File: config.mk
export PLATFORM = sky130hd
export DESIGN_NAME = ptg_pattern_tester
export DESIGN_NICKNAME = d
export VERILOG_FILES = /design/src/logic/ptg_pkg.sv /design/src/logic/ptg_lfsr_ahead.sv /design/src/logic/ptg_pattern_tester.sv
export VERILOG_INCLUDE_DIRS = /design/src /design/src/logic
export SDC_FILE = /design/constraint.sdc
export NUM_CORES = 1
export LEC_CHECK = 0
export BUFFER_PORTS_ARGS = -buffer_cell sky130_fd_sc_hd__buf_2
export CORE_ASPECT_RATIO = 1.4
export CORE_UTILIZATION = 25
export DETAILED_ROUTE_END_ITERATION = 10
export SYNTH_ARGS = -nofsm -noshare
export SYNTH_HDL_FRONTEND = slang
export SYNTH_HIERARCHICAL = 1
export SYNTH_SLANG_ARGS = --single-unit
File: constraint.sdc
create_clock -name mclk_i -period 2.8 [get_ports mclk_i]
set_input_delay 0.56 -clock mclk_i [delete_from_list [all_inputs] [get_ports mclk_i]]
set_output_delay 0.56 -clock mclk_i [all_outputs]
set_load 0.1 [all_outputs]
File: src/logic/ptg_defs.svh
// Constants of the sector pattern tester: offsets, fields, reset values.
`ifndef PTG_DEFS_SVH
`define PTG_DEFS_SVH

// ---------------------------------------------------------------------
// Register offsets (byte addresses, one word each)
// ---------------------------------------------------------------------
`define PTG_OFF_CTRL 8'h00
`define PTG_OFF_PATSEL 8'h04
`define PTG_OFF_END 8'h08
`define PTG_OFF_ADDR_LO 8'h0C
`define PTG_OFF_ADDR_HI 8'h10
`define PTG_OFF_STATUS 8'h14
`define PTG_OFF_COUNT 8'h18

// ---------------------------------------------------------------------
// Field positions and widths
// ---------------------------------------------------------------------
`define PTG_CTRL_WR_BIT 0
`define PTG_CTRL_RD_BIT 1
`define PTG_ST_WR_BIT 0
`define PTG_ST_RD_BIT 1
`define PTG_ST_FAIL_BIT 2
`define PTG_REG_AW 8
`define PTG_REG_DW 32
`define PTG_SEL_W 3
`define PTG_ADDR_W 48
`define PTG_ADDR_HI_W 16
`define PTG_CNT_W 32
`define PTG_WORD_W 256
`define PTG_LANES 8
`define PTG_SECT_FIRST 4'h0
`define PTG_SECT_LAST 4'hF

// ---------------------------------------------------------------------
// Reset values and fixed patterns
// ---------------------------------------------------------------------
`define PTG_RST_PATSEL 3'h0
`define PTG_RST_END 32'h00000000
`define PTG_RST_ADDR 48'h000000000000
`define PTG_RST_CNT 32'h00000000
`define PTG_RST_WORD 256'h0
`define PTG_RST_LFSR 32'h00000000
`define PTG_HDR_PAD 16'h0000
`define PTG_LFSR_TAPS 32'h80200003

`endif

File: src/logic/ptg_pkg.sv
// Types shared by the sector pattern tester modules.
`include "ptg_defs.svh"

package ptg_pkg;

  // Operation state; WRITE doubles as the write-transfer-active flag
  typedef enum logic [1:0] {
    PTG_IDLE = 2'b00,
    PTG_WRITE = 2'b01,
    PTG_READ = 2'b10
  } ptg_state_t;

  // Fill pattern encodings of the select field
  typedef enum logic [2:0] {
    PTG_PAT_INC = 3'b000,
    PTG_PAT_DEC = 3'b001,
    PTG_PAT_ZERO = 3'b010,
    PTG_PAT_ONE = 3'b011,
    PTG_PAT_LFSR = 3'b100
  } ptg_pattern_t;

  // One register access from software, strobes are one cycle long
  typedef struct packed {
    logic wr;
    logic rd;
    logic [`PTG_REG_AW-1:0] addr;
    logic [`PTG_REG_DW-1:0] wdata;
  } ptg_reg_req_t;

endpackage

File: src/logic/ptg_lfsr_ahead.sv
// Look-ahead 32-bit LFSR giving four successive states in one cycle.
`include "ptg_defs.svh"

module ptg_lfsr_ahead
  import ptg_pkg::*;
(
  // Current state
  input wire logic [31:0] state_i,
  // Four successive values, the current one in the low lane
  output logic [127:0] lanes_o,
  output logic [31:0] next_o
);

  // Chain of single steps; synthesis flattens it into one XOR network
  logic [31:0] chain [0:4];

  assign chain[0] = state_i;

  genvar g;
  generate
    for (g = 0; g < 4; g++) begin : g_step
      assign lanes_o[g*32 +: 32] = chain[g];
      assign chain[g+1] = {chain[g][30:0], ^(chain[g] & `PTG_LFSR_TAPS)};
    end
  endgenerate

  // State for the next 256-bit word
  assign next_o = chain[4];

endmodule

File: src/logic/ptg_pattern_tester.sv
// Sector pattern generator and checker with its parameter registers.
`include "ptg_defs.svh"

module ptg_pattern_tester
  import ptg_pkg::*;
(
  // Clock, reset and freeze
  input wire logic mclk_i,
  input wire logic reset_n_i,
  input wire logic ce_i,
  // Register port
  input wire ptg_reg_req_t reg_req_i,
  output logic [`PTG_REG_DW-1:0] reg_rdata_o,
  // Transmit buffer
  input wire logic tx_buffer_almost_full_i,
  output logic tx_buffer_write_strobe_o,
  output logic [`PTG_WORD_W-1:0] tx_buffer_word_o,
  // Receive buffer, data valid the cycle after a pop
  input wire logic rx_buffer_empty_i,
  input wire logic [`PTG_WORD_W-1:0] rx_buffer_word_i,
  output logic rx_buffer_pop_o,
  // Status
  output logic write_transfer_active_o,
  output logic verify_fail_o
);

  // ---------------------------------------------------------------------
  // Declarations
  // ---------------------------------------------------------------------
  ptg_state_t state;
  logic [`PTG_SEL_W-1:0] pattern_select;
  logic [`PTG_CNT_W-1:0] transfer_end_count, word_counter;
  logic [`PTG_ADDR_W-1:0] start_address, sector_address_reg;
  logic [`PTG_WORD_W-1:0] generated_word, pattern_word, next_generated_word;
  logic write_start_pulse, read_start_pulse, start_write, start_read;
  logic tx_buffer_write_strobe, write_transfer_active, read_active, write_fire;
  logic rx_buffer_pop, step_en, at_end, sector_first;
  logic compare_pending, mismatch, verify_fail;
  logic [31:0] lfsr_state0, lfsr_state1, lfsr_cur0, lfsr_cur1, lfsr_next0, lfsr_next1;
  logic [31:0] sector_lba_value, sector_lba_inverted;
  logic [127:0] lfsr_lane_0, lfsr_lane_1;

  // ---------------------------------------------------------------------
  // Register writes
  // ---------------------------------------------------------------------
  // Start bits are self-clearing one-cycle pulses
  always_ff @(posedge mclk_i) begin
    if (!reset_n_i) begin
      write_start_pulse <= 1'b0;
      read_start_pulse <= 1'b0;
    end else if (ce_i) begin
      write_start_pulse <= reg_req_i.wr && reg_req_i.addr == `PTG_OFF_CTRL
                           && reg_req_i.wdata[`PTG_CTRL_WR_BIT];
      read_start_pulse <= reg_req_i.wr && reg_req_i.addr == `PTG_OFF_CTRL
                          && reg_req_i.wdata[`PTG_CTRL_RD_BIT];
    end
  end

  // Parameters; the select is used live, so change it only while idle
  always_ff @(posedge mclk_i) begin
    if (!reset_n_i) begin
      pattern_select <= `PTG_RST_PATSEL;
      transfer_end_count <= `PTG_RST_END;
      start_address <= `PTG_RST_ADDR;
    end else if (ce_i && reg_req_i.wr) begin
      case (reg_req_i.addr)
        `PTG_OFF_PATSEL: pattern_select <= reg_req_i.wdata[`PTG_SEL_W-1:0];
        `PTG_OFF_END: transfer_end_count <= reg_req_i.wdata;
        `PTG_OFF_ADDR_LO: start_address[31:0] <= reg_req_i.wdata;
        `PTG_OFF_ADDR_HI: start_address[`PTG_ADDR_W-1:32] <=
            reg_req_i.wdata[`PTG_ADDR_HI_W-1:0];
        default: ;
      endcase
    end
  end

  // ---------------------------------------------------------------------
  // Register reads
  // ---------------------------------------------------------------------
  // Data stand only in the cycle after the read strobe; unmapped reads zero
  always_ff @(posedge mclk_i) begin
    if (!reset_n_i) begin
      reg_rdata_o <= '0;
    end else if (ce_i) begin
      reg_rdata_o <= '0;
      if (reg_req_i.rd) begin
        case (reg_req_i.addr)
          `PTG_OFF_PATSEL: reg_rdata_o <= {29'h0, pattern_select};
          `PTG_OFF_END: reg_rdata_o <= transfer_end_count;
          `PTG_OFF_ADDR_LO: reg_rdata_o <= start_address[31:0];
          `PTG_OFF_ADDR_HI: reg_rdata_o <= {16'h0, start_address[`PTG_ADDR_W-1:32]};
          `PTG_OFF_STATUS: reg_rdata_o <= {29'h0, verify_fail, read_active,
                                           write_transfer_active};
          `PTG_OFF_COUNT: reg_rdata_o <= word_counter;
          default: reg_rdata_o <= '0;
        endcase
      end
    end
  end

  // ---------------------------------------------------------------------
  // Transfer control
  // ---------------------------------------------------------------------
  // Starts are taken only while idle, so a running test is never restarted
  assign start_write = write_start_pulse && state == PTG_IDLE;
  assign start_read = read_start_pulse && !write_start_pulse && state == PTG_IDLE;
  assign write_transfer_active = state == PTG_WRITE;
  assign read_active = state == PTG_READ;
  assign at_end = word_counter == transfer_end_count;
  assign sector_first = word_counter[3:0] == `PTG_SECT_FIRST;
  assign write_fire = write_transfer_active && !tx_buffer_almost_full_i && !at_end;
  assign rx_buffer_pop = read_active && !rx_buffer_empty_i && !at_end;
  assign step_en = write_fire || rx_buffer_pop;

  always_ff @(posedge mclk_i) begin
    if (!reset_n_i) begin
      state <= PTG_IDLE;
    end else if (ce_i) begin
      case (state)
        PTG_IDLE: begin
          if (start_write) begin
            state <= PTG_WRITE;
          end else if (start_read) begin
            state <= PTG_READ;
          end
        end
        PTG_WRITE: begin
          if (at_end) begin
            state <= PTG_IDLE;
          end
        end
        PTG_READ: begin
          if (at_end) begin
            state <= PTG_IDLE;
          end
        end
        default: state <= PTG_IDLE;
      endcase
    end
  end

  always_ff @(posedge mclk_i) begin
    if (!reset_n_i) begin
      tx_buffer_write_strobe <= 1'b0;
    end else if (ce_i) begin
      tx_buffer_write_strobe <= write_fire;
    end
  end

  always_ff @(posedge mclk_i) begin
    if (!reset_n_i) begin
      word_counter <= `PTG_RST_CNT;
    end else if (ce_i) begin
      if (start_write || start_read) begin
        word_counter <= `PTG_RST_CNT;
      end else if (step_en) begin
        word_counter <= word_counter + 32'h00000001;
      end
    end
  end

  always_ff @(posedge mclk_i) begin
    if (!reset_n_i) begin
      sector_address_reg <= `PTG_RST_ADDR;
    end else if (ce_i) begin
      if (start_write || start_read) begin
        sector_address_reg <= start_address;
      end else if (step_en && word_counter[3:0] == `PTG_SECT_LAST) begin
        sector_address_reg <= sector_address_reg + 48'h000000000001;
      end
    end
  end

  // ---------------------------------------------------------------------
  // Pattern generation
  // ---------------------------------------------------------------------
  // set 0 seed
  assign sector_lba_value = {~sector_address_reg[31:16], sector_address_reg[15:0]};
  assign sector_lba_inverted = {sector_address_reg[31:16], ~sector_address_reg[15:0]};
  // Reseed at each sector; an all-zero seed stays zero for that sector
  assign lfsr_cur0 = sector_first ? sector_lba_value : lfsr_state0;
  assign lfsr_cur1 = sector_first ? sector_lba_inverted : lfsr_state1;

  ptg_lfsr_ahead u_lfsr0 (
    .state_i(lfsr_cur0),
    .lanes_o(lfsr_lane_0),
    .next_o(lfsr_next0)
  );

  ptg_lfsr_ahead u_lfsr1 (
    .state_i(lfsr_cur1),
    .lanes_o(lfsr_lane_1),
    .next_o(lfsr_next1)
  );

  // LFSR states move four steps per accepted word
  always_ff @(posedge mclk_i) begin
    if (!reset_n_i) begin
      lfsr_state0 <= `PTG_RST_LFSR;
      lfsr_state1 <= `PTG_RST_LFSR;
    end else if (ce_i && step_en) begin
      lfsr_state0 <= lfsr_next0;
      lfsr_state1 <= lfsr_next1;
    end
  end

  genvar lane;
  generate
    for (lane = 0; lane < `PTG_LANES; lane++) begin : g_lane
      logic [31:0] inc_value;
      logic [31:0] lfsr_value;
      logic [31:0] lane_word;
      assign inc_value = {sector_address_reg[24:0], word_counter[3:0], 3'(lane)};
      // even lanes set 0, odd set 1
      assign lfsr_value = (lane % 2 == 0) ? lfsr_lane_0[(lane/2)*32 +: 32]
                                          : lfsr_lane_1[(lane/2)*32 +: 32];
      always_comb begin
        case (pattern_select)
          PTG_PAT_INC: lane_word = inc_value;
          PTG_PAT_DEC: lane_word = ~inc_value;
          PTG_PAT_ZERO: lane_word = 32'h00000000;
          PTG_PAT_ONE: lane_word = 32'hFFFFFFFF;
          PTG_PAT_LFSR: lane_word = lfsr_value;
          default: lane_word = 32'h00000000;
        endcase
      end
      assign pattern_word[lane*32 +: 32] = lane_word;
    end
  endgenerate

  // header in lanes 0 and 1
  assign next_generated_word = sector_first
      ? {pattern_word[`PTG_WORD_W-1:64], `PTG_HDR_PAD, sector_address_reg}
      : pattern_word;

  // 256-bit word register, shared by write data and expected value
  always_ff @(posedge mclk_i) begin
    if (!reset_n_i) begin
      generated_word <= `PTG_RST_WORD;
    end else if (ce_i && step_en) begin
      generated_word <= next_generated_word;
    end
  end

  // ---------------------------------------------------------------------
  // Verification
  // ---------------------------------------------------------------------
  // Received data arrive one cycle after the pop, in step with the expected word
  always_ff @(posedge mclk_i) begin
    if (!reset_n_i) begin
      compare_pending <= 1'b0;
    end else if (ce_i) begin
      compare_pending <= rx_buffer_pop;
    end
  end

  assign mismatch = compare_pending && rx_buffer_word_i != generated_word;

  always_ff @(posedge mclk_i) begin
    if (!reset_n_i) begin
      verify_fail <= 1'b0;
    end else if (ce_i) begin
      if (mismatch) begin
        verify_fail <= 1'b1;
      end else if (start_write || start_read) begin
        verify_fail <= 1'b0;
      end
    end
  end

  // ---------------------------------------------------------------------
  // Outputs
  // ---------------------------------------------------------------------
  assign tx_buffer_write_strobe_o = tx_buffer_write_strobe;
  assign tx_buffer_word_o = generated_word;
  assign rx_buffer_pop_o = rx_buffer_pop;
  assign write_transfer_active_o = write_transfer_active;
  assign verify_fail_o = verify_fail;

  // ---------------------------------------------------------------------
  // Assertions
  // ---------------------------------------------------------------------
  start_sets_active_a: assert property (@(posedge mclk_i) disable iff (!reset_n_i)
    ce_i && write_start_pulse && state == PTG_IDLE |=> write_transfer_active [*1])
    else $error("write start did not set active");

  strobe_gated_a: assert property (@(posedge mclk_i) disable iff (!reset_n_i)
    ce_i && write_transfer_active && tx_buffer_almost_full_i |=> !tx_buffer_write_strobe)
    else $error("strobe while almost full");

  strobe_runs_a: assert property (@(posedge mclk_i) disable iff (!reset_n_i)
    ce_i && write_transfer_active && !tx_buffer_almost_full_i && !at_end
    |=> tx_buffer_write_strobe && word_counter == $past(word_counter) + 32'h00000001)
    else $error("write strobe missing");

  end_stops_a: assert property (@(posedge mclk_i) disable iff (!reset_n_i)
    ce_i && write_transfer_active && at_end |=> !write_transfer_active
    && !tx_buffer_write_strobe)
    else $error("transfer did not stop at end count");

  pop_inverse_a: assert property (@(posedge mclk_i) disable iff (!reset_n_i)
    read_active && !at_end |-> rx_buffer_pop == !rx_buffer_empty_i)
    else $error("pop is not inverse of empty");

  pop_counts_a: assert property (@(posedge mclk_i) disable iff (!reset_n_i)
    ce_i && rx_buffer_pop |=> word_counter == $past(word_counter) + 32'h00000001)
    else $error("pop did not advance counter");

  header_first_a: assert property (@(posedge mclk_i) disable iff (!reset_n_i)
    ce_i && step_en && sector_first
    |=> generated_word[63:0] == {`PTG_HDR_PAD, $past(sector_address_reg)})
    else $error("sector header missing");

  addr_step_a: assert property (@(posedge mclk_i) disable iff (!reset_n_i)
    ce_i && step_en && word_counter[3:0] == `PTG_SECT_LAST && !start_write
    |=> sector_address_reg == $past(sector_address_reg) + 48'h000000000001)
    else $error("sector address did not step");

  mismatch_flag_a: assert property (@(posedge mclk_i) disable iff (!reset_n_i)
    ce_i && compare_pending && rx_buffer_word_i != generated_word |=> verify_fail)
    else $error("mismatch not flagged");

  fail_sticky_a: assert property (@(posedge mclk_i) disable iff (!reset_n_i)
    verify_fail && !(ce_i && (start_write || start_read)) |=> verify_fail)
    else $error("fail flag dropped");

  reset_clear_a: assert property (@(posedge mclk_i)
    !reset_n_i |=> !tx_buffer_write_strobe && !rx_buffer_pop && !verify_fail
    && word_counter == `PTG_RST_CNT)
    else $error("reset did not clear state");

endmodule

After elaboration in Yosys (flattened, before gate mapping)
Index checks and enable logic that the tools add are counted.
{ "totals": {"register_bits": 522, "output_inout_bits": 292} }
{ "classes": {"add_sub_neg": 2, "eq_ne": 16, "muxes": 23, "bitwise_logic": 10, "reduce_logical": 44} }
{ "ops": {"columns": ["op", "n"], "rows": [
  ["$pmux W32 S4", 8],
  ["$ne A256 B256 Y1", 1],
  ["$not A32 Y32", 8],
  ["$reduce_xor A32 Y1", 8],
  ["$pmux W32 S6", 1],
  ["$mux W32", 5],
  ["$mux W48", 2],
  ["$mux W64", 1],
  ["$add A48 B1 Y48 const B", 1],
  ["$add A32 B1 Y32 const B", 1],
  ["$eq A32 B32 Y1", 1],
  ["$not A16 Y16", 2],
  ["$eq A8 B5 Y1 const B", 3],
  ["$eq A8 B4 Y1 const B", 2],
  ["$logic_and A1 B1 Y1", 14],
  ["$reduce_and A2 Y1", 7],
  ["$eq A8 B3 Y1 const B", 1],
  ["$logic_not A8 Y1", 1],
  ["$mux W2", 3],
  ["$reduce_bool A2 Y1", 3],
  ["$eq A4 B4 Y1 const B", 1],
  ["$logic_not A1 Y1", 4],
  ["$logic_not A4 Y1", 1],
  ["$pmux W2 S2", 1],
  ["other kinds (13)", 15]
]} }

Depth between registers and ports, before layout
Gate-level depths: netlist of run 1.
{ "depth": {"ltp_word": 7, "ltp_mapped": 14, "ltp_nobuf": 11} }

By module
The synthesis of run 1 kept the hierarchy.
{ "by_module_without_submodules": {"columns": ["mod", "instances", "cells_each", "area_per_inst_um2", "seq_area_each_um2"], "rows": [
  ["ptg_pattern_tester", 1, 3480, 27551.4, 10450.0],
  ["ptg_lfsr_ahead", 2, 167, 1282.5, 0.0]
]} }

Worst setup path before layout of run 1
No wires, ideal clock.
{ "synth_path": {"path_type": "register to register", "start": "reg state[1]", "end": "reg generated_word[232], in the netlist tx_buffer_word_o[232]", "setup_time_ns": 0.117, "t_arrival_ns": 2.949, "required_ns": 2.683, "slack_ns": -0.266, "stages_incl_launch_ff": 11, "path_cell_list": "dfxtp_1 > inv_1 > ha_1 > a22o_1 > and2_1 > a21boi_1 > clkbuf_1 > clkbuf_1 > clkbuf_1 > nand2_1 > o211a_1"} }
{ "synth_via": {"elab_chain_len": 5, "elab_cells_between_ends": 8} }
{ "synth_rtl": {"columns": ["item", "line", "text"], "rows": [
  ["from (decl)", "ptg_pattern_tester.sv:30", "ptg_state_t state;"],
  ["from (signal assigned)", "ptg_pattern_tester.sv:117", "state <= PTG_IDLE;"],
  ["from (signal assigned)", "ptg_pattern_tester.sv:122", "state <= PTG_WRITE;"],
  ["from (signal assigned)", "ptg_pattern_tester.sv:124", "state <= PTG_READ;"],
  ["$eq A2 B1 Y1", "ptg_pattern_tester.sv:107", "assign write_transfer_active = state == PTG_WRITE;"],
  ["net write_transfer_active_o", "ptg_pattern_tester.sv:23", "output logic write_transfer_active_o,"],
  ["$logic_and A1 B1 Y1 (2 in a row)", "ptg_pattern_tester.sv:111", "assign write_fire = write_transfer_active && !tx_buffer_almost_full_i && !at_end;"],
  ["$logic_or A1 B1 Y1", "ptg_pattern_tester.sv:113", "assign step_en = write_fire || rx_buffer_pop;"],
  ["$logic_and A1 B1 Y1", "ptg_pattern_tester.sv:240", "end else if (ce_i && step_en) begin"],
  ["to (signal assigned)", "ptg_pattern_tester.sv:239", "generated_word <= `PTG_RST_WORD;"],
  ["to (signal assigned)", "ptg_pattern_tester.sv:241", "generated_word <= next_generated_word;"],
  ["to (decl)", "ptg_pattern_tester.sv:34", "logic [`PTG_WORD_W-1:0] generated_word, pattern_word, next_generated_word;"]
]} }
The timed path passes the listed nets, and every way through them passes these cells.
A chain may end at the register's enable or synchronous reset.

Worst setup path after layout of run 1
{ "layout_path": {"start": "reg transfer_end_count[20]", "end": "out rx_buffer_pop_o"} }
{ "layout_via": {"elab_chain_len": 3} }
{ "layout_rtl": {"columns": ["item", "line", "text"], "rows": [
  ["from (decl)", "ptg_pattern_tester.sv:32", "logic [`PTG_CNT_W-1:0] transfer_end_count, word_counter;"],
  ["from (signal assigned)", "ptg_pattern_tester.sv:63", "transfer_end_count <= `PTG_RST_END;"],
  ["from (signal assigned)", "ptg_pattern_tester.sv:68", "`PTG_OFF_END: transfer_end_count <= reg_req_i.wdata;"],
  ["$eq A32 B32 Y1", "ptg_pattern_tester.sv:109", "assign at_end = word_counter == transfer_end_count;"],
  ["$logic_not A1 Y1", "ptg_pattern_tester.sv:112", "assign rx_buffer_pop = read_active && !rx_buffer_empty_i && !at_end;"],
  ["$logic_and A1 B1 Y1", "ptg_pattern_tester.sv:112", null],
  ["to (decl)", "ptg_pattern_tester.sv:21", "output logic rx_buffer_pop_o,"]
]} }
No other way between the ends.

==> impl_results.html, run 1 <==
<table>
<tr><th>Metric</th><th>Value</th></tr>
<tr><th colspan="2">Cells and area</th></tr>
<tr><td>Register cell area after layout</td><td>about 10,000 um^2</td></tr>
<tr><td>Ratio of cells with drive above 1 in the final layout</td><td>25.7%</td></tr>
<tr><td>End-of-flow core utilization</td><td>a little under a third</td></tr>
<tr><td>Highest-count cells in the layout ignoring fill and taps</td><td>nand2_1 (759), buf_2 (592), dfxtp_1 (509), a21oi_1 (365), buf_4 (310)</td></tr>
<tr><td>Final net count</td><td>~4,500</td></tr>
<tr><td>Number of filler instances in the final layout</td><td>about 13,000</td></tr>
<tr><td>Commonest non-fill, non-tap cell in the layout</td><td>nand2_1</td></tr>
<tr><td>Max reg flops</td><td>256</td></tr>
<tr><td>Syn-to-layout area delta</td><td>22.9%</td></tr>
<tr><td>Area of combinational cells with multiple inputs</td><td>around 16,000 um^2</td></tr>
<tr><th colspan="2">Logic synthesis</th></tr>
<tr><td>Post-synth ARST share</td><td>0%</td></tr>
<tr><td>Number of synthesized flops with an enable pin</td><td>0</td></tr>
<tr><td>Synth Flop Type</td><td>dfxtp_1</td></tr>
<tr><td>Cells taking the most area after synthesis</td><td>dfxtp_1 (35%), nand2_1 (9.5%), buf_4 (7.8%), xnor2_1 (7.6%), o211a_1 (6.2%)</td></tr>
<tr><td>Sequential fraction of the synthesis area</td><td>34.7%</td></tr>
<tr><td>Number of warning messages in the yosys log</td><td>6</td></tr>
<tr><td>Synth unique cells</td><td>between 60 and 70</td></tr>
<tr><td>Number of synthesized register bits</td><td>~520</td></tr>
<tr><td>Post-synth top area cell</td><td>dfxtp_1</td></tr>
<tr><td>Post-synthesis cell count</td><td>between 3,000 and 4,000</td></tr>
<tr><td>Area of the mapped netlist</td><td>30,100 um^2</td></tr>
<tr><td>Post-Synthesis Net Count</td><td>between 4,000 and 5,000</td></tr>
<tr><td>Top-area cell type share of the netlist area</td><td>34.7%</td></tr>
<tr><td>Mean post-synth cell area</td><td>~8 um^2</td></tr>
<tr><th colspan="2">Clock network</th></tr>
<tr><td>Maximum clock insertion buffer count</td><td>3</td></tr>
<tr><td>Number of buffers added by the clock tree synthesis step</td><td>between 50 and 60</td></tr>
<tr><td>Clock tree root driver cell</td><td>clkbuf_16</td></tr>
<tr><td>Clock latency reported for the late side of the worst-skew pair</td><td>roughly 0.66 ns</td></tr>
<tr><td>Clock sinks</td><td>approximately 520</td></tr>
<tr><td>CTS clk-pin slew, worst paths</td><td>roughly 0.060 ns</td></tr>
<tr><td>TritonCTS clock tree</td><td>built</td></tr>
<tr><td>Clock H-tree levels</td><td>2</td></tr>
<tr><td>Count of hold-fix buffers inserted at cts</td><td>0</td></tr>
<tr><th colspan="2">Power and ir drop</th></tr>
<tr><td>Power per standard cell area</td><td>between 400 and 500 nW/um^2</td></tr>
<tr><td>Leakage component of the power</td><td>16.3 nW</td></tr>
<tr><td>Maximum vdd ir drop</td><td>about 490 uV</td></tr>
<tr><td>Final total power</td><td>17.0 mW</td></tr>
<tr><th colspan="2">Outcome</th></tr>
<tr><td>Outcome</td><td>complete, but fails checks</td></tr>
<tr><td>Violations in the final reports</td><td>capacitance limit, slew limit, setup timing</td></tr>
<tr><th colspan="2">Detailed routing</th></tr>
<tr><td>Mean number of vias per cell</td><td>between 5 and 6</td></tr>
<tr><td>Number of nets still failing antenna checks after routing</td><td>0</td></tr>
<tr><td>Iteration-0 DRC Markers</td><td>around 2,900</td></tr>
<tr><td>Remaining routing DRC violations</td><td>0</td></tr>
<tr><td>Routed wire per std cell</td><td>about 27 um</td></tr>
<tr><td>Post-Route WL</td><td>between 150,000 and 200,000 um</td></tr>
<tr><td>Via count</td><td>around 30,000</td></tr>
<tr><td>Number of search-and-repair iterations in the first detailed-routing pass</td><td>7</td></tr>
<tr><th colspan="2">Global route</th></tr>
<tr><td>Via count of the first global-routing pass</td><td>27,817</td></tr>
<tr><td>Global-route wire length before repair</td><td>about 210,000 um</td></tr>
<tr><td>Largest net degree at the start of global routing</td><td>134</td></tr>
<tr><td>Global Route Usage Sum</td><td>24.9%</td></tr>
<tr><td>Antenna violations before repair</td><td>16</td></tr>
<tr><td>Overall overflow remaining after global route</td><td>0</td></tr>
<tr><th colspan="2">STA</th></tr>
<tr><td>Maximum achievable frequency</td><td>around 0.35 GHz</td></tr>
<tr><td>Final min period</td><td>between 2 and 3 ns</td></tr>
<tr><td>Setup clock skew after layout</td><td>~0.043 ns</td></tr>
<tr><td>Worst slew margin relative to its limit</td><td>-2.68%</td></tr>
<tr><td>Final hold violations</td><td>0</td></tr>
<tr><td>Slew @ Worst Pin</td><td>1.54 ns</td></tr>
<tr><td>Portion of the clock cycle consumed by the worst path in the final layout</td><td>101%</td></tr>
<tr><td>Worst-case setup margin in the final layout</td><td>-0.0331 ns</td></tr>
<tr><td>Final max-slew violation count</td><td>2</td></tr>
<tr><td>Setup-failing EPs final</td><td>1</td></tr>
<tr><td>RSZ-0062 raised after global routing</td><td>yes</td></tr>
<tr><th colspan="2">Worst setup path</th></tr>
<tr><td>R2R Setup Slk</td><td>about 0.060 ns</td></tr>
<tr><td>Launch instance of the worst register-to-register path</td><td>word_counter[3]$_SDFFE_PN0P_</td></tr>
<tr><td>Crit path DAT</td><td>approximately 2.3 ns</td></tr>
<tr><td>Stage delay of the slowest cell on the critical path</td><td>a little under 0.4 ns</td></tr>
<tr><td>Origin of the worst setup path</td><td>transfer_end_count[20]$_SDFFE_PN0P_</td></tr>
<tr><td>Data required time of the worst path</td><td>2.24 ns</td></tr>
<tr><td>Kind of launch point of the worst setup path</td><td>flip-flop</td></tr>
<tr><td>Cell depth of the worst flop-to-flop path</td><td>11</td></tr>
<tr><td>Series of cell instances along the critical path</td><td>xnor2_1 &gt; buf_4 &gt; nand4_1 &gt; nor4_4 &gt; nand2_4 &gt; and3_4 &gt; buf_12</td></tr>
<tr><td>Timing endpoint of the critical path</td><td>rx_buffer_pop_o</td></tr>
<tr><td>Worst reg2reg endpoint</td><td>tx_buffer_word_o[158]$_SDFFE_PN0P_</td></tr>
<tr><td>Critical path type</td><td>flip-flop to primary output</td></tr>
<tr><td>Worst setup EP type</td><td>primary output</td></tr>
<tr><td>Critical path fanouts, max</td><td>3</td></tr>
<tr><td>Slowest library cell on the worst path</td><td>nor4_4</td></tr>
<tr><th colspan="2">Flow run</th></tr>
<tr><td>Max-capacitance violation count</td><td>1</td></tr>
<tr><th colspan="2">Placement</th></tr>
<tr><td>Placer's final routability congestion estimate</td><td>0.985</td></tr>
<tr><td>HPWL after detailed placement</td><td>roughly 120,000 um</td></tr>
<tr><td>Worst slack after detailed placement</td><td>-0.129 ns</td></tr>
<tr><td>Count of port buffers added during placement</td><td>594</td></tr>
<tr><th colspan="2">Floorplanning</th></tr>
<tr><td>Starting density of the core</td><td>between 20 and 30%</td></tr>
<tr><td>Die outline height</td><td>413 um</td></tr>
<tr><td>Chip width</td><td>~300 um</td></tr>
<tr><td>Core Footprint</td><td>about 120,000 um^2</td></tr>
<tr><td>Die Outline Area</td><td>122,000 um^2</td></tr>
<tr><td>Floorplan row count</td><td>150</td></tr>
<tr><td>Number of placed I/O pins</td><td>approximately 600</td></tr>
<tr><th colspan="2">Worst hold path</th></tr>
<tr><td>Type of the tightest min-delay check</td><td>input pin to flip-flop</td></tr>
</table>
[per-stage QoR]
| step | hold slack, ns | setup TNS (ns) | instances | instance area [um^2] |
|---|---|---|---|---|
| floorplan | 0.444 | 0 | 3814 | 30100 |
| global placement | 0.450 | -0.0929 | 5758 | 34800 |
| detailed placement | 0.457 | -0.129 | 5758 | 34800 |
| CTS | 0.153 | -0.0629 | 5864 | 37000 |
| global route | 0.168 | -0.113 | 5867 | 37000 |
| finish | 0.189 | -0.0331 | 5871 | 37000 |
[cell usage after synthesis, drive strengths merged (6+ instances only)]
| library cell | number |
|---|---|
| o221a | 6 |
| o22ai | 48 |
| o211ai | 23 |
| xor2 | 87 |
| buf | 336 |
| nor4 | 39 |
| nor3 | 37 |
| o31ai | 10 |
| ha | 6 |
| o21a | 32 |
| a22o | 8 |
| xnor2 | 263 |
| a31oi | 6 |
| inv | 61 |
| and3 | 19 |
| mux2i | 39 |
| a211oi | 13 |
| clkbuf | 252 |
| or3 | 12 |
| o32ai | 14 |
| o21ai | 69 |
| a21oi | 365 |
| nand2 | 762 |
| and2 | 40 |
| nor2 | 129 |
| a221oi | 19 |
| dfxtp | 522 |
| nand3 | 33 |
| a21boi | 194 |
| nand4 | 79 |
| and4 | 8 |
| nor2b | 56 |
| o211a | 188 |
[area by class of cell]
| class | instances | share of cell area (%) |
|---|---|---|
| Sequential cell | 522 | 28.3 |
| Clock buffer | 75 | 4.34 |
| Tap cell | 1596 | 5.39 |
| Clock inverter | 31 | 1.24 |
| Antenna cell | 6 | 0.0406 |
| Timing Repair Buffer | 936 | 16.1 |
| Inverter | 62 | 0.629 |
| Multi-Input combinational cell | 2643 | 44.0 |
[per-layer routing]
layer / part of all wire (%) / global-route usage [%] / vias up
met1: 37 / 28.4 / 14603
li1: - / - / 13620
met4: 8.8 / 18.8 / 6
met2: 45 / 39.8 / 1677
met3: 9.6 / 6.54 / 376
met5: 0.020 / 0 / -
[worst max-delay path, delay by kind of cell, from the launching register on]
family	cells	cell delay, ns
AND/OR/NAND/NOR	4	0.82
buffers and inverters	2	0.33
XOR/XNOR	1	0.16
flip-flops	1	0.34
[logic make-up (layout without fill, tap and decap cells)]
family	count (synthesis)	after routing	share of synthesized area, %
simple gates	1229	1230	18.0
compound gates	1018	1018	23.5
buf+inv	650	1104	12.0
flops	522	522	34.7
xor+xnor	350	350	10.3
mux	39	39	1.30
fa+ha+maj	6	6	0.249
other cells	0	6	0
[worst min path at each step]
stage | cells past startpoint | endpoint | start | slack, ns
after floorplan | 2 | lfsr_state0[0]$_SDFFE_PN0P_ | lfsr_state0[0]$_SDFFE_PN0P_ | 0.44
after global placement | 2 | lfsr_state1[6]$_SDFFE_PN0P_ | lfsr_state1[6]$_SDFFE_PN0P_ | 0.45
after detailed placement | 2 | lfsr_state0[9]$_SDFFE_PN0P_ | lfsr_state0[9]$_SDFFE_PN0P_ | 0.46
after CTS | 3 | transfer_end_count[31]$_SDFFE_PN0P_ | reg_req_i[31] | 0.15
after global routing | 3 | transfer_end_count[31]$_SDFFE_PN0P_ | reg_req_i[31] | 0.17
final | 3 | transfer_end_count[31]$_SDFFE_PN0P_ | reg_req_i[31] | 0.19
[power by group]
part / leakage (nW) / switching [mW] / internal, mW
logic: 11.1 / 0.602 / 0.389
clock network: 1.02 / 3.56 / 4.98
registers: 4.21 / 0.00124 / 7.42
[timing repair]
| item | 4_1_cts | 5_1_grt |
|---|---|---|
| gates cloned | 0 | 1 |
| setup buffers | 1 | 1 |
| gates resized for setup | 26 | 12 |
| pin swaps | 7 | 4 |
| endpoints found under the setup margin | 1 | 8 |
(Power assumes the default switching activity.)
==> inputs of run 2 (changes only) <==
--- a/config.mk
+++ b/config.mk
@@ -8,7 +8,9 @@
 export LEC_CHECK = 0
 export BUFFER_PORTS_ARGS = -buffer_cell sky130_fd_sc_hd__buf_2
 export CORE_ASPECT_RATIO = 1.4
+export CORE_MARGIN = 5
 export CORE_UTILIZATION = 25
+export CTS_CLUSTER_DIAMETER = 40
 export DETAILED_ROUTE_END_ITERATION = 10
 export SYNTH_ARGS = -nofsm -noshare
 export SYNTH_HDL_FRONTEND = slang
==> run 2 against run 1 <==
Compared with the run above: the run ends with capacitance limit, setup timing left; cell count rose by 0.89%; fmax decreased by 5.9%; flip-flop and latch count stayed put; die area is 4.7% higher; sequential share of layout area decreased by 0.69 points; combinational power is 3.5% lower; via count grew 0.48%; global-route usage down 1.2 points; cell area is 2.7% higher; sequential power about the same; worst hold slack worse by 0.023 ns; critical path type is now flip-flop to flip-flop; highest routed layer unchanged.
==> impl_results.html, run 2 (synthesis results as in run 1) <==
<table>
<tr><th>Metric</th><th>Value</th></tr>
<tr><th colspan="2">Outcome</th></tr>
<tr><td>Outcome</td><td>complete, but fails checks</td></tr>
<tr><td>Violations in the final reports</td><td>capacitance limit, setup timing</td></tr>
<tr><th colspan="2">Clock network</th></tr>
<tr><td>Clock latency reported for the late side of the worst-skew pair</td><td>0.68 ns (+0.02 ns)</td></tr>
<tr><td>Clock tree root driver cell</td><td>clkbuf_16</td></tr>
<tr><td>Clock sinks</td><td>522 (unchanged)</td></tr>
<tr><td>CTS clk-pin slew, worst paths</td><td>0.06 ns (about the same)</td></tr>
<tr><td>Clock H-tree levels</td><td>3 (+1)</td></tr>
<tr><td>TritonCTS clock tree</td><td>built</td></tr>
<tr><td>Number of buffers added by the clock tree synthesis step</td><td>82 (+41%)</td></tr>
<tr><td>Count of hold-fix buffers inserted at cts</td><td>0 (unchanged)</td></tr>
<tr><td>Maximum clock insertion buffer count</td><td>3 (unchanged)</td></tr>
<tr><th colspan="2">Worst setup path</th></tr>
<tr><td>Slowest library cell on the worst path</td><td>xnor2_1</td></tr>
<tr><td>Data required time of the worst path</td><td>3.33 ns (+1.09 ns)</td></tr>
<tr><td>Launch instance of the worst register-to-register path</td><td>tx_buffer_word_o[147]$_SDFFE_PN0P_</td></tr>
<tr><td>Origin of the worst setup path</td><td>tx_buffer_word_o[147]$_SDFFE_PN0P_</td></tr>
<tr><td>Buf/Inv on CP</td><td>1 (-1)</td></tr>
<tr><td>Top cell family by delay on the critical path</td><td>simple AND/OR/NAND/NOR gates</td></tr>
<tr><td>Crit path DAT</td><td>3.54 ns (+1.27 ns)</td></tr>
<tr><td>Series of cell instances along the critical path</td><td>xnor2_1 &gt; nand4_1 &gt; nor4_1 &gt; buf_4 &gt; nand2_1 &gt; nor4_1 &gt; nand4_1 &gt; a22o_1</td></tr>
<tr><td>Kind of launch point of the worst setup path</td><td>flip-flop</td></tr>
<tr><td>Critical path fanouts, max</td><td>3 (unchanged)</td></tr>
<tr><td>Stage delay of the slowest cell on the critical path</td><td>0.60 ns (+0.21 ns)</td></tr>
<tr><td>Critical path type</td><td>flip-flop to flip-flop</td></tr>
<tr><td>Worst setup EP type</td><td>flip-flop</td></tr>
<tr><td>R2R Setup Slk</td><td>-0.21 ns (-0.27 ns)</td></tr>
<tr><th colspan="2">Cells and area</th></tr>
<tr><td>Commonest non-fill, non-tap cell in the layout</td><td>nand2_1</td></tr>
<tr><td>Final net count</td><td>4,559 (+0.60%)</td></tr>
<tr><td>Max reg flops</td><td>256 (unchanged)</td></tr>
<tr><td>Syn-to-layout area delta</td><td>26.2%</td></tr>
<tr><td>Highest-count cells in the layout ignoring fill and taps</td><td>nand2_1 (759), buf_2 (592), dfxtp_1 (497), a21oi_1 (365), buf_4 (310)</td></tr>
<tr><td>Ratio of cells with drive above 1 in the final layout</td><td>27.0% (+1.4 points)</td></tr>
<tr><td>End-of-flow core utilization</td><td>31.8% (+0.77 points)</td></tr>
<tr><th colspan="2">Global route</th></tr>
<tr><td>Antenna violations before repair</td><td>17 (+1)</td></tr>
<tr><td>Global-route wire length before repair</td><td>217,000 um (+1.2%)</td></tr>
<tr><td>Global Route Usage Sum</td><td>23.7% (-1.2 points)</td></tr>
<tr><td>Overall overflow remaining after global route</td><td>0 (unchanged)</td></tr>
<tr><td>Largest net degree at the start of global routing</td><td>88 (-34%)</td></tr>
<tr><td>Via count of the first global-routing pass</td><td>28,795 (+3.5%)</td></tr>
<tr><th colspan="2">Floorplanning</th></tr>
<tr><td>Chip width</td><td>303 um (+2.7%)</td></tr>
<tr><td>Core Footprint</td><td>120,000 um^2 (+0.16%)</td></tr>
<tr><td>Floorplan row count</td><td>150 (unchanged)</td></tr>
<tr><td>Die Outline Area</td><td>128,000 um^2 (+4.7%)</td></tr>
<tr><td>Number of placed I/O pins</td><td>595 (unchanged)</td></tr>
<tr><td>Die outline height</td><td>421 um (+1.9%)</td></tr>
<tr><td>Starting density of the core</td><td>25.2% (-0.040 points)</td></tr>
<tr><th colspan="2">Worst hold path</th></tr>
<tr><td>Hold Startpoint</td><td>reg_req_i[27]</td></tr>
<tr><td>Type of the tightest min-delay check</td><td>input pin to flip-flop</td></tr>
<tr><th colspan="2">Placement</th></tr>
<tr><td>Worst slack after detailed placement</td><td>-0.497 ns (-0.368 ns)</td></tr>
<tr><td>HPWL after detailed placement</td><td>125,000 um (+1.8%)</td></tr>
<tr><td>Placer's final routability congestion estimate</td><td>0.988 (+0.32%)</td></tr>
<tr><td>Count of port buffers added during placement</td><td>594 (unchanged)</td></tr>
<tr><th colspan="2">Detailed routing</th></tr>
<tr><td>Number of nets still failing antenna checks after routing</td><td>0 (unchanged)</td></tr>
<tr><td>Number of search-and-repair iterations in the first detailed-routing pass</td><td>6 (-1)</td></tr>
<tr><td>Routed wire per std cell</td><td>26.9 um (-1.1%)</td></tr>
<tr><td>Via count</td><td>30,426 (+0.48%)</td></tr>
<tr><td>Mean number of vias per cell</td><td>5.14 (-0.41%)</td></tr>
<tr><td>Iteration-0 DRC Markers</td><td>3,149 (+9.4%)</td></tr>
<tr><td>Remaining routing DRC violations</td><td>0 (unchanged)</td></tr>
<tr><td>Post-Route WL</td><td>160,000 um (-0.23%)</td></tr>
<tr><th colspan="2">STA</th></tr>
<tr><td>Final hold violations</td><td>0 (unchanged)</td></tr>
<tr><td>Worst slew margin relative to its limit</td><td>0.0931% (+2.8 points)</td></tr>
<tr><td>RSZ-0062 raised after global routing</td><td>yes</td></tr>
<tr><td>Final max-slew violation count</td><td>0 (-2)</td></tr>
<tr><td>Final min period</td><td>3.01 ns (+0.177 ns)</td></tr>
<tr><td>Maximum achievable frequency</td><td>0.332 GHz (-5.9%)</td></tr>
<tr><td>Portion of the clock cycle consumed by the worst path in the final layout</td><td>108% (+6.3 points)</td></tr>
<tr><td>Setup clock skew after layout</td><td>0.0493 ns (+0.00612 ns)</td></tr>
<tr><td>Slew @ Worst Pin</td><td>1.49 ns (-0.0415 ns)</td></tr>
<tr><td>Worst-case setup margin in the final layout</td><td>-0.211 ns (-0.177 ns)</td></tr>
<tr><td>Setup-failing EPs final</td><td>2 (+1)</td></tr>
<tr><th colspan="2">Power and ir drop</th></tr>
<tr><td>Power per standard cell area</td><td>500 nW/um^2 (+9.1%)</td></tr>
<tr><td>Maximum vdd ir drop</td><td>500 uV (+1.4%)</td></tr>
<tr><td>Leakage component of the power</td><td>16.8 nW (+2.6%)</td></tr>
<tr><th colspan="2">Flow run</th></tr>
<tr><td>Max-capacitance violation count</td><td>1 (unchanged)</td></tr>
</table>
[run 2: cell types whose count changed in the layout (fill, tap and decap cells not counted), moves of 6 or more]
| cell | before | now |
|---|---|---|
| dfxtp_2 | 11 | 22 |
| dfxtp_1 | 509 | 497 |
| inv_6 | 3 | 10 |
| xnor2_2 | 9 | 16 |
| clkinvlp_4 | 1 | 8 |
| clkbuf_16 | 58 | 82 |
| clkinv_2 | 15 | 7 |
| clkinv_4 | 0 | 6 |
| xnor2_1 | 252 | 242 |
[run 2: path summary, 6_finish.rpt]
path / cells past startpoint / to
worst max register to register: 8 / verify_fail_o$_SDFFE_PN0P_
worst min register to register: 2 / lfsr_state0[13]$_SDFFE_PN0P_
worst min-delay path: 3 / start_address[27]$_SDFFE_PN0P_
worst max-delay path: 8 / verify_fail_o$_SDFFE_PN0P_
[run 2: area by class of cell]
| class | count | area [um^2] |
|---|---|---|
| fill | 12728 | 81500 |
| tap | 1596 | 2000 |
| antenna | 10 | 25.0 |
| inverter | 62 | 233 |
| timing repair buffer | 939 | 6010 |
| clock buffer | 103 | 2230 |
| sequential | 522 | 10500 |
| multi-input combinational | 2643 | 16400 |
| clock inverter | 48 | 613 |
[run 2: what timing repair did]
action | in CTS | in global routing
pin swaps | 10 | 7
resized for setup | 36 | 36
gates cloned | 0 | 1
setup endpoints to repair | 3 | 13
endpoints found under the hold margin | 0 | 0
setup buffers | 1 | 2
[run 2: worst reg2reg max path, stage by stage, from the launching register on]
cell and delay [ns]:
dfxtp_1 0.34, xnor2_1 0.60, nand4_1 0.21, nor4_1 0.41
buf_4 0.19, nand2_1 0.05, nor4_1 0.28, nand4_1 0.44
a22o_1 0.33
[run 2: where the power goes]
group | internal [mW] | total (mW) | switching (mW)
Sequential | 7.43 | 7.43 | 0.00133
Clock | 6.36 | 10.6 | 4.23
Combinational | 0.385 | 0.956 | 0.571
[run 2: metrics by stage]
stage	total power [mW]	cell area, um^2	hold WS, ns	instances	setup TNS (ns)
final	19.0	38000	0.166	5923	-0.285
after CTS	19.1	37800	0.132	5910	-0.152
after global routing	19.4	38000	0.166	5919	-0.246
after floorplan	7.93	30100	0.444	3814	0
after detailed placement	8.50	34800	0.458	5758	-0.517
after global placement	8.50	34800	0.449	5758	-0.526
[run 2: metal layers]
metal / share of wire [%] / wire [um] / global-route usage (%)
met1: 36 / 57900 / 27.1
met2: 46 / 72700 / 38.6
met3: 9.0 / 14400 / 5.24
met4: 9.1 / 14600 / 17.7
met5: 0.0044 / 7 / 0
